**src/core/pvip_regs.svh**
```systemverilog
// Constants for the parallel video input port
`ifndef PVIP_REGS_SVH
`define PVIP_REGS_SVH
`define PVIP_FILT_MIN 2'h3
`define PVIP_DATA_W 24
`define PVIP_GPIO0_BIT 0
`define PVIP_GPIO1_BIT 1
`define PVIP_GPIO2_BIT 8
`define PVIP_GPIO3_BIT 9
`define PVIP_GPIO4_BIT 16
`define PVIP_GPIO5_BIT 17
`define PVIP_RST_WORD 27'h0000000
`endif

```
**src/core/pvip_pkg.sv**
```systemverilog
// Types for the parallel video input port
package pvip_pkg;
    // One captured pixel word with its controls
    typedef struct packed {
        logic line_sync;
        logic frame_sync;
        logic pixel_valid;
        logic [23:0] color;
    } pvip_word_t;
    // Control qualifier states, stable and count
    typedef enum logic [1:0] {
        PVIP_ST_STABLE = 2'b00,
        PVIP_ST_COUNT = 2'b01
    } pvip_filt_t;
endpackage : pvip_pkg

```
**src/core/pvip_buf.sv**
```systemverilog
// Two-entry valid/ready buffer for pixel words
`timescale 1ns/1ps
module pvip_buf (
    // Clock and reset
    input wire logic clk,
    input wire logic rst,
    // Fill side
    input wire logic in_valid,
    output logic in_ready,
    input pvip_pkg::pvip_word_t in_data,
    // Drain side
    output logic out_valid,
    input wire logic out_ready,
    output pvip_pkg::pvip_word_t out_data
);
    // Storage and occupancy
    pvip_pkg::pvip_word_t mem_r [2];
    logic rd_ptr_r;
    logic wr_ptr_r;
    logic [1:0] cnt_r;
    logic push;
    logic pop;

    assign push = in_valid && in_ready;
    assign pop = out_valid && out_ready;
    // Full stalls the source; ready is registered from count
    always_ff @(posedge clk) begin
        if (rst) begin
            cnt_r <= 2'h0;
            rd_ptr_r <= 1'b0;
            wr_ptr_r <= 1'b0;
            in_ready <= 1'b1;
            out_valid <= 1'b0;
        end else begin
            cnt_r <= cnt_r + {1'b0, push} - {1'b0, pop};
            if (push) begin
                wr_ptr_r <= ~wr_ptr_r;
            end
            if (pop) begin
                rd_ptr_r <= ~rd_ptr_r;
            end
            in_ready <= (cnt_r + {1'b0, push} - {1'b0, pop}) != 2'h2;
            out_valid <= (cnt_r + {1'b0, push} - {1'b0, pop}) != 2'h0;
        end
    end
    // Entry writes
    always_ff @(posedge clk) begin
        if (push) begin
            mem_r[wr_ptr_r] <= in_data;
        end
    end
    assign out_data = mem_r[rd_ptr_r];
endmodule : pvip_buf

```
**src/core/pvip_top.sv**
```systemverilog
// Parallel video input stage: capture, control filter, pin sharing
// How it works
// - Filter on: pass line sync/valid after three clocks
// - Filter off: pass sync/valid as sampled
// - Sample on rising or falling selected edge
// - Data 0,1,8,9,16,17 become general I/O 0-5
// - I/O 0-3 only in 18-bit mode
// - 18-bit mode from strap or config bit
// - Audio clock, word, data A become outputs 8,7,6
// - 18-bit mode: second audio data on pin 17
// - Second audio pin: colour 17 or output 5
// - No self test in backward-compatible mode
// - Register-driven outputs 5-8 follow config value
`timescale 1ns/1ps
`include "pvip_regs.svh"
module pvip_top (
    // Clock and reset
    input wire logic CORE_CLK,
    input wire logic SYS_RST,
    // Video pins
    input wire logic [23:0] DIN_I,
    input wire logic LINE_SYNC_IN,
    input wire logic FRAME_SYNC_IN,
    input wire logic PIXEL_VALID_IN,
    // General I/O pins on shared data bits
    output logic [5:0] GPIO_O,
    output logic [5:0] GPIO_OE,
    // Audio pins, usable as outputs
    input wire logic [2:0] AUDIO_I,
    output logic [2:0] AUDIO_O,
    output logic [2:0] AUDIO_OE,
    input wire logic SECOND_AUDIO_DATA_IN,
    output logic SECOND_AUDIO_O,
    output logic SECOND_AUDIO_OE,
    // Configuration
    input wire logic STROBE_EDGE_SELECT,
    input wire logic FILTER_EN,
    input wire logic MODE18_STRAP,
    input wire logic MODE18_CFG,
    input wire logic [5:0] GPIO_EN,
    input wire logic [5:0] GPIO_DIR_OUT,
    input wire logic [5:0] GPIO_OUT_VAL,
    input wire logic [8:4] REGISTER_DRIVEN_OUTPUT,
    input wire logic [8:5] REG_OUT_EN,
    input wire logic COMPAT_MODE,
    input wire logic SELF_TEST_REQ,
    // Status and stream out
    output logic MODE18,
    output logic LINK_SELF_TEST,
    output logic [5:0] GPIO_IN,
    output logic [1:0] AUDIO_B_OUT,
    output logic PIX_VALID,
    input wire logic PIX_READY,
    output pvip_pkg::pvip_word_t PIX_WORD,
    output logic CAPTURE_STALL
);
    // Both edges captured; the selected one is used
    pvip_pkg::pvip_word_t rise_r;
    pvip_pkg::pvip_word_t fall_r;
    pvip_pkg::pvip_word_t cap;
    logic [1:0] sd_rise_r;
    logic [1:0] sd_fall_r;
    logic mode18_r;
    logic mode18_nxt;
    logic [5:0] gpio_act;
    pvip_pkg::pvip_word_t filt;
    logic buf_ready;
    logic buf_valid_r;
    pvip_pkg::pvip_word_t buf_word_r;
    logic out_v;
    pvip_pkg::pvip_word_t out_w;

    // Rising-edge capture of every video pin and both audio data pins together
    always_ff @(posedge CORE_CLK) begin
        rise_r <= {LINE_SYNC_IN, FRAME_SYNC_IN, PIXEL_VALID_IN, DIN_I};
        sd_rise_r <= {SECOND_AUDIO_DATA_IN, AUDIO_I[2]};
    end
    // Falling-edge capture, same word layout; no reset, data only
    always_ff @(negedge CORE_CLK) begin
        fall_r <= {LINE_SYNC_IN, FRAME_SYNC_IN, PIXEL_VALID_IN, DIN_I};
        sd_fall_r <= {SECOND_AUDIO_DATA_IN, AUDIO_I[2]};
    end
    assign cap = STROBE_EDGE_SELECT ? rise_r : fall_r;

    // Mode select: strap or configuration bit
    assign mode18_nxt = MODE18_STRAP | MODE18_CFG;
    always_ff @(posedge CORE_CLK) begin
        if (SYS_RST) begin
            mode18_r <= 1'b0;
        end else begin
            mode18_r <= mode18_nxt;
        end
    end
    assign MODE18 = mode18_r;

    // I/O 0-3 gated by 18-bit mode; 4-5 always offered
    assign gpio_act = GPIO_EN & {2'b11, {4{mode18_r}}};

    // Shared data bits, one generate per general I/O line
    localparam int GPIO_MAP [6] = '{`PVIP_GPIO0_BIT, `PVIP_GPIO1_BIT, `PVIP_GPIO2_BIT,
        `PVIP_GPIO3_BIT, `PVIP_GPIO4_BIT, `PVIP_GPIO5_BIT};
    pvip_pkg::pvip_word_t mapped;
    always_comb begin
        mapped = cap;
        for (int i = 0; i < 6; i++) begin
            // Reassigned bits carry no colour
            if (gpio_act[i]) begin
                mapped.color[GPIO_MAP[i]] = 1'b0;
            end
        end
        // Bit 17 taken from the second audio pin in 18-bit mode, unless output 5 or I/O 5 is enabled
        if (mode18_r && !REG_OUT_EN[5] && !gpio_act[5]) begin
            mapped.color[`PVIP_GPIO5_BIT] = STROBE_EDGE_SELECT ? sd_rise_r[1]
                : sd_fall_r[1];
        end
    end
    genvar g;
    generate
        for (g = 0; g < 6; g++) begin : g_gpio
            always_ff @(posedge CORE_CLK) begin
                if (SYS_RST) begin
                    GPIO_IN[g] <= 1'b0;
                    GPIO_O[g] <= 1'b0;
                    GPIO_OE[g] <= 1'b0;
                end else begin
                    GPIO_IN[g] <= gpio_act[g] & cap.color[GPIO_MAP[g]];
                    GPIO_O[g] <= GPIO_OUT_VAL[g];
                    GPIO_OE[g] <= gpio_act[g] & GPIO_DIR_OUT[g];
                end
            end
        end
    endgenerate

    // Audio pins as register-driven outputs 6-8, second audio as 5
    always_ff @(posedge CORE_CLK) begin
        if (SYS_RST) begin
            AUDIO_O <= 3'h0;
            AUDIO_OE <= 3'h0;
            SECOND_AUDIO_O <= 1'b0;
            SECOND_AUDIO_OE <= 1'b0;
            AUDIO_B_OUT <= 2'h0;
        end else begin
            AUDIO_O <= {REGISTER_DRIVEN_OUTPUT[6], REGISTER_DRIVEN_OUTPUT[7],
                REGISTER_DRIVEN_OUTPUT[8]};
            AUDIO_OE <= {REG_OUT_EN[6], REG_OUT_EN[7], REG_OUT_EN[8]};
            SECOND_AUDIO_O <= REGISTER_DRIVEN_OUTPUT[5];
            SECOND_AUDIO_OE <= REG_OUT_EN[5];
            // Audio data A and, in 18-bit mode, data B
            AUDIO_B_OUT <= {mode18_r & ~REG_OUT_EN[5] & (STROBE_EDGE_SELECT ? sd_rise_r[1]
                : sd_fall_r[1]), STROBE_EDGE_SELECT ? sd_rise_r[0] : sd_fall_r[0]};
        end
    end

    // Self test refused in backward-compatible mode
    always_ff @(posedge CORE_CLK) begin
        if (SYS_RST) begin
            LINK_SELF_TEST <= 1'b0;
        end else begin
            LINK_SELF_TEST <= SELF_TEST_REQ & ~COMPAT_MODE;
        end
    end

    // Control filter: line sync and pixel valid need 3 stable clocks
    // Frame sync is slow by contract, so it is passed straight
    logic [1:0] ls_cnt_r;
    logic [1:0] pv_cnt_r;
    logic ls_q_r;
    logic pv_q_r;
    always_ff @(posedge CORE_CLK) begin
        if (SYS_RST) begin
            ls_cnt_r <= 2'h0;
            pv_cnt_r <= 2'h0;
            ls_q_r <= 1'b0;
            pv_q_r <= 1'b0;
        end else begin
            // Count cycles the new level has held
            if (mapped.line_sync == ls_q_r) begin
                ls_cnt_r <= 2'h0;
            end else if (ls_cnt_r == `PVIP_FILT_MIN - 2'h1) begin
                ls_q_r <= mapped.line_sync;
                ls_cnt_r <= 2'h0;
            end else begin
                ls_cnt_r <= ls_cnt_r + 2'h1;
            end
            if (mapped.pixel_valid == pv_q_r) begin
                pv_cnt_r <= 2'h0;
            end else if (pv_cnt_r == `PVIP_FILT_MIN - 2'h1) begin
                pv_q_r <= mapped.pixel_valid;
                pv_cnt_r <= 2'h0;
            end else begin
                pv_cnt_r <= pv_cnt_r + 2'h1;
            end
        end
    end
    // Filtered levels lag by three clocks; data is not delayed to match,
    // a trade for area that the downstream framer must tolerate
    always_comb begin
        filt = mapped;
        if (FILTER_EN) begin
            filt.line_sync = ls_q_r;
            filt.pixel_valid = pv_q_r;
        end
        // Filter off: sampled levels pass unchanged
    end

    // Registered word into the buffer, held while it is full
    always_ff @(posedge CORE_CLK) begin
        if (SYS_RST) begin
            buf_valid_r <= 1'b0;
            buf_word_r <= `PVIP_RST_WORD;
            CAPTURE_STALL <= 1'b0;
        end else begin
            CAPTURE_STALL <= buf_valid_r & ~buf_ready;
            if (!buf_valid_r || buf_ready) begin
                buf_valid_r <= 1'b1;
                buf_word_r <= filt;
            end
        end
    end

    pvip_buf u_buf (
        .clk(CORE_CLK),
        .rst(SYS_RST),
        .in_valid(buf_valid_r),
        .in_ready(buf_ready),
        .in_data(buf_word_r),
        .out_valid(out_v),
        .out_ready(PIX_READY),
        .out_data(out_w)
    );
    // Stream outputs from flip-flops
    always_ff @(posedge CORE_CLK) begin
        if (SYS_RST) begin
            PIX_VALID <= 1'b0;
            PIX_WORD <= `PVIP_RST_WORD;
        end else begin
            PIX_VALID <= out_v & PIX_READY;
            PIX_WORD <= out_w;
        end
    end

    // Assertions
    a_selftest_blocked: assert property (@(posedge CORE_CLK) disable iff (SYS_RST)
        $past(COMPAT_MODE) |-> !LINK_SELF_TEST) else $error("self test in compat mode");
    a_gpio_mode_gate: assert property (@(posedge CORE_CLK) disable iff (SYS_RST)
        !$past(mode18_r) |-> GPIO_OE[3:0] == 4'h0) else $error("gpio 0-3 outside 18-bit");
    a_filter_hold: assert property (@(posedge CORE_CLK) disable iff (SYS_RST)
        $changed(ls_q_r) |-> $past(mapped.line_sync, 1) == ls_q_r
        && $past(mapped.line_sync, 3) == ls_q_r) else $error("short line sync passed");
    a_pv_filter_hold: assert property (@(posedge CORE_CLK) disable iff (SYS_RST)
        $changed(pv_q_r) |-> $past(mapped.pixel_valid, 3) == pv_q_r)
        else $error("short pixel valid passed");
    // Checked at the buffer input so a broken bypass mux is caught, not just the comb copy
    a_filter_bypass: assert property (@(posedge CORE_CLK) disable iff (SYS_RST)
        $past(!SYS_RST && !FILTER_EN && (!buf_valid_r || buf_ready))
        |-> buf_word_r.line_sync == $past(mapped.line_sync)) else $error("bypass altered");
    a_mode_select: assert property (@(posedge CORE_CLK) disable iff (SYS_RST)
        ##1 MODE18 == ($past(MODE18_STRAP) | $past(MODE18_CFG))) else $error("mode select");
    a_regout_value: assert property (@(posedge CORE_CLK) disable iff (SYS_RST)
        ##1 AUDIO_O[0] == $past(REGISTER_DRIVEN_OUTPUT[8])) else $error("output 8 value");
    a_second_audio_oe: assert property (@(posedge CORE_CLK) disable iff (SYS_RST)
        ##1 SECOND_AUDIO_OE == $past(REG_OUT_EN[5])) else $error("output 5 enable");
endmodule : pvip_top

```
**config.mk**
```make
export PLATFORM = sky130hd
export DESIGN_NAME = pvip_top
export DESIGN_NICKNAME = d
export VERILOG_FILES = /design/src/core/pvip_pkg.sv /design/src/core/pvip_buf.sv /design/src/core/pvip_top.sv
export VERILOG_INCLUDE_DIRS = /design/src /design/src/core
export SDC_FILE = /design/constraint.sdc
export NUM_CORES = 1
export LEC_CHECK = 0
export BUFFER_PORTS_ARGS = -buffer_cell sky130_fd_sc_hd__buf_4
export CORE_UTILIZATION = 40
export DETAILED_ROUTE_END_ITERATION = 8
export PLACE_DENSITY_LB_ADDON = 0.12
export REMOVE_ABC_BUFFERS = 1
export SLEW_MARGIN = 20
export SYNTH_ARGS = -nofsm -noshare
export SYNTH_HDL_FRONTEND = slang
export SYNTH_SLANG_ARGS = --single-unit
```
**constraint.sdc**
```tcl
create_clock -name CORE_CLK -period 2.8 [get_ports CORE_CLK]
set_input_delay 0.28 -clock CORE_CLK [delete_from_list [all_inputs] [get_ports CORE_CLK]]
set_output_delay 0.28 -clock CORE_CLK [all_outputs]
set_load 0.005 [all_outputs]
```
Word level (Yosys, flattened, before mapping)
Memory sizes are Yosys's and may differ from the RTL's. A register that Yosys moved wholly into a read port is not among the register bits.
Index checks and enable logic that the tools add are counted.

cells by class
  add/subtract/negate cells = 4
  $mul = 0
  div/mod/pow operators = 0
  magnitude comparators = 0
  eq/ne operators = 5
  shift-type cells = 0
  multiplexer cells = 14
  bitwise operators = 26
  reductions and logical operators = 13

operators by type and width
  operator               count
  $mux W27               1
  $and A1 B1 Y1          17
  $mux W1                13
  $not A1 Y1             7
  $and A6 B6 Y6          1
  $reduce_or A3 Y1       2
  $add A2 B1 Y2 const B  2
  $eq A2 B2 Y1 const B   2
  $logic_and A1 B1 Y1    4
  $reduce_and A2 Y1      2
  $logic_not A1 Y1       3
  $add A2 B1 Y2          1
  $eq A1 B1 Y1           2
  $ne A2 B2 Y1 const B   1
  $reduce_bool A2 Y1     1
  $sub A2 B1 Y2          1
  $logic_or A1 B1 Y1     1
  $or A1 B1 Y1           1

storage, ports and cells
  flip-flop bits (word level) = 130
  bits in latches = 0
  memory bits (writable) = 54
  ROM bits = 0
  input bits = 67
  output and inout port bits = 59
  word-level logic and storage cells = 114
  memories kept = 1

memory list
  name         words  bits a word  rd ports  clocked after Yosys merged registers in  write ports  line            source
  u_buf.mem_r  2      27           1         1                                        1            pvip_buf.sv:17  pvip_pkg::pvip_word_t mem_r [2];

Longest topological paths before layout
  depth in word-level cells = 4
  mapped depth = 8

Hierarchy
A second synthesis with hierarchy kept.

second synthesis, totals
  cell total of the unflattened synthesis = 445
  area total of the unflattened synthesis = 6444.9 sq um

by module, submodules not included
  module    times used  cells an instance  area each (sq um)  seq. area each (sq um)
  pvip_top  1           331                4216.5             3022.9
  pvip_buf  1           114                2228.4             1761.7

==> key figures <==
Outcome
  • Status: finished clean

Setup path
  • Reg2reg start: fall_r[26]
  • Worst reg2reg setup slack: 0.34 ns
  • Worst Path Arrival: 2.83 ns
  • FF-to-FF path depth: 3
  • Endpoint class of the critical path: flip-flop
  • Setup CP Type: reg -> reg
  • Critical path required time: 3.18 ns
  • CP Max Fanout: 3
  • CP Launch Type: flip-flop
  • RR Endpoint: ls_cnt_r[1]

STA
  • RSZ-0062 raised after global routing: no
  • Fin. Hold Viols: 0
  • Worst Skew: 0.0699 ns
  • Max-slew headroom: 35.8%
  • Measured slew at the worst slew-check pin: 0.963 ns
  • Max-slew violation count: 0
  • Post-route setup TNS: 0 ns
  • Final setup fails: 0

Power
  • Leak pwr: 3.69 nW
  • Peak supply drop: 0.436 mV
  • Combinational Power Share: 11.3%
  • Seq pwr share: 50.0%
  • Clock network power share: 38.7%
  • NetSw: 1.79 mW
  • Int Pwr: 5.79 mW
  • PD cells: 879 nW/um^2
  • Sw frac: 23.6%

Synthesis
  • Synthesized area: 6300 sq um
  • Syn. warnings: 0
  • Syn Inst Count: 422
  • Mux contribution to synthesized area: 9.14%
  • Largest family of logic cells by synthesized area: multiplexers
  • Post-synthesis xor/xnor area fraction: 0.914%
  • Synthesized area per cell: 14.9 sq um
  • Synth Area in Compound Gates: 4.25%
  • Seq cells post-synth: 211
  • Synth Area in Simple Gates: 7.05%
  • Post-synthesis sequential area ratio: 75.7%
  • Adder-cell area share of the yosys netlist: 0.795%
  • Synth cell types: 32

Floorplanning
  • Die height: 127 um
  • I/O pin total: 126
  • Cell Rows: 45
  • Initial Util: 41.3%
  • Core footprint: 15300 sq um
  • Die area: 16200 sq um
  • Die width: 127 um

Min path
  • Worst min path class: in -> reg
  • Hold path depth: 2
  • Worst Hold End: SECOND_AUDIO_OE
  • HP Start: REG_OUT_EN[5]

Routing
  • Via density per instance: 4.43
  • WL final: 11400 um
  • Drt pass-1 iters: 4
  • Remaining antenna violation count: 0
  • DR iter-0 viols: 97
  • Routed WL per cell: 13.5 um
  • Drt drc: 0
  • Via Count: 3744

Placed design
  • IO Port Bufs: 122
  • Hpwl dp: 6630 um
  • GPL Wtd Cong: 0.662
  • Placed Cells incl. Taps: 738

Global route
  • Gr usage total: 14.5%
  • Total gr overflow: 0
  • First-pass GRT wire length: 18400 um
  • Largest net degree at the start of global routing: 39
  • Vias in the first global route: 3849
  • Initial antenna violation count: 0

CTS
  • Clock Pin Slew Worst Setup and Hold Paths: 0.06 ns
  • Sink Count: 211
  • CTS tree: built
  • Post-CTS resize count: 0
  • CTS root buf: clkbuf_16
  • Max Buffers Root-to-Sink: 3
  • Cts bufs inserted: 21
  • H-tree depth: 1
  • Worst skew pair latency: 0.55 ns
  • Setup bufs post-CTS: 0

Finish
  • Area growth syn-to-layout: 37.0%
  • Post-Layout Cell Count: 846
  • N_diodes: 0
  • Share of cells above drive strength 1: 26.3%
  • Final nets: 692

Run
  • Maxcap violations: 0
[logic make-up after synthesis]
| family | after synthesis |
|---|---|
| compound gates | 31 |
| xor+xnor | 5 |
| flops | 211 |
| buf+inv | 27 |
| mux | 57 |
| simple gates | 87 |
| fa+ha+maj | 4 |
[placed cells by master (no fill, tap or decap), drive strengths merged, types with 3 or more instances in the layout]
cell type,instances
a22o,3
xor2,4
buf,123
nand2,9
clkinv,7
ha,4
nor4,4
edfxtp,54
mux2,4
nor3b,10
nor2,39
a32o,5
o2bb2ai,19
mux2i,53
clkbuf,26
nor2b,15
dlygate4sd3,43
and3,3
dfxtp,157
inv,38
[timing repair]
action	CTS	global route
setup endpoints to repair	0	0
hold buffers	43	0
hold endpoints to repair	42	0
[flip-flops by register name, indices dropped and copies added (netlist names), 2 cells and up]
signal,count
AUDIO_B_OUT,2
AUDIO_O,3
AUDIO_OE,3
GPIO_IN,6
GPIO_O,6
GPIO_OE,6
PIX_WORD,27
buf_word_r,27
fall_r,27
ls_cnt_r,2
pv_cnt_r,2
rise_r,27
sd_fall_r,2
sd_rise_r,2
u_buf.cnt_r,2
u_buf.mem_r,54
[cell type report]
type	count	area (sq um)
clock buffer	26	589
clock inverter	40	221
fill	1309	6630
inverter	8	30.0
multi-input combinational	184	1400
sequential	211	4770
tap	211	264
timing repair buffer	166	1350
[through the flow]
| stage | hold slack [ns] | setup slack [ns] | cell area (sq um) | util (%) | power [mW] |
|---|---|---|---|---|---|
| after global placement | 0.390 | 0.478 | 7390 | 48.4 | 4.72 |
| after floorplan | 0.308 | 0.518 | 6190 | - | 4.31 |
| after detailed placement | 0.393 | 0.383 | 7390 | 48.4 | 4.75 |
| final | 0.0169 | 0.343 | 8630 | 56.5 | 7.59 |
| after global routing | 0.00400 | 0.245 | 8630 | 56.5 | 7.98 |
| after CTS | 0.000368 | 0.323 | 8630 | 56.5 | 7.71 |
[layer usage]
metal / global-route usage, % / wire length [um]
met1: 15.7 / 4650
met4: 5.11 / 224
met2: 26.8 / 5790
met3: 3.98 / 764
met5: 0 / 0
[cell usage after synthesis]
library cell	n	area (sq um)
or3_1	1	6.26
nor2_1	38	143
nor3b_1	10	75.1
a32o_1	5	50.1
or2_2	1	6.26
inv_2	1	3.75
nor2b_1	15	93.8
buf_4	4	30.0
edfxtp_1	54	1620
and3_1	3	18.8
buf_6	1	11.3
nor4_1	4	25.0
inv_1	8	30.0
o2bb2ai_1	19	166
mux2_2	4	45.0
nand2_1	8	30.0
clkbuf_1	1	3.75
o21ai_0	2	10.0
ha_1	4	50.1
nand2_2	1	6.26
a22o_1	3	26.3
nor2_4	1	11.3
nor3_1	2	10.0
buf_1	1	3.75
dfxtp_1	157	3140
xor2_1	4	35.0
buf_2	11	55.1
nand2b_1	2	12.5
a211oi_1	2	15.0
xnor3_1	1	22.5
mux2i_1	53	531
and2_1	1	6.26
[worst max-delay path, cell delays in order (launching register included)]
cell	delay, ns
dfxtp_1	0.29
mux2i_1	0.23
xor2_1	0.15
nor4_1	0.22
[power groups by stage]
stage,Sequential (mW),Clock (mW),Combinational [mW]
floorplan,3.82,0.0655,0.427
global placement,3.84,0.0655,0.809
detailed placement,3.86,0.0655,0.822
CTS,3.80,3.03,0.875
global route,3.84,3.19,0.954
finish,3.79,2.94,0.855
[how the worst max path moves through the flow]
stage | from | endpoint | depth (start not counted)
3_3_place_gp | fall_r[24] | buf_word_r[24] | 3
4_1_cts | fall_r[26] | ls_cnt_r[1] | 3
3_5_place_dp | fall_r[26] | ls_cnt_r[1] | 3
5_1_grt | fall_r[24] | pv_cnt_r[0] | 3
2_1_floorplan | fall_r[0] | buf_word_r[0] | 2
6_report | fall_r[26] | ls_cnt_r[1] | 3
Power figures use the tool's default switching activity.
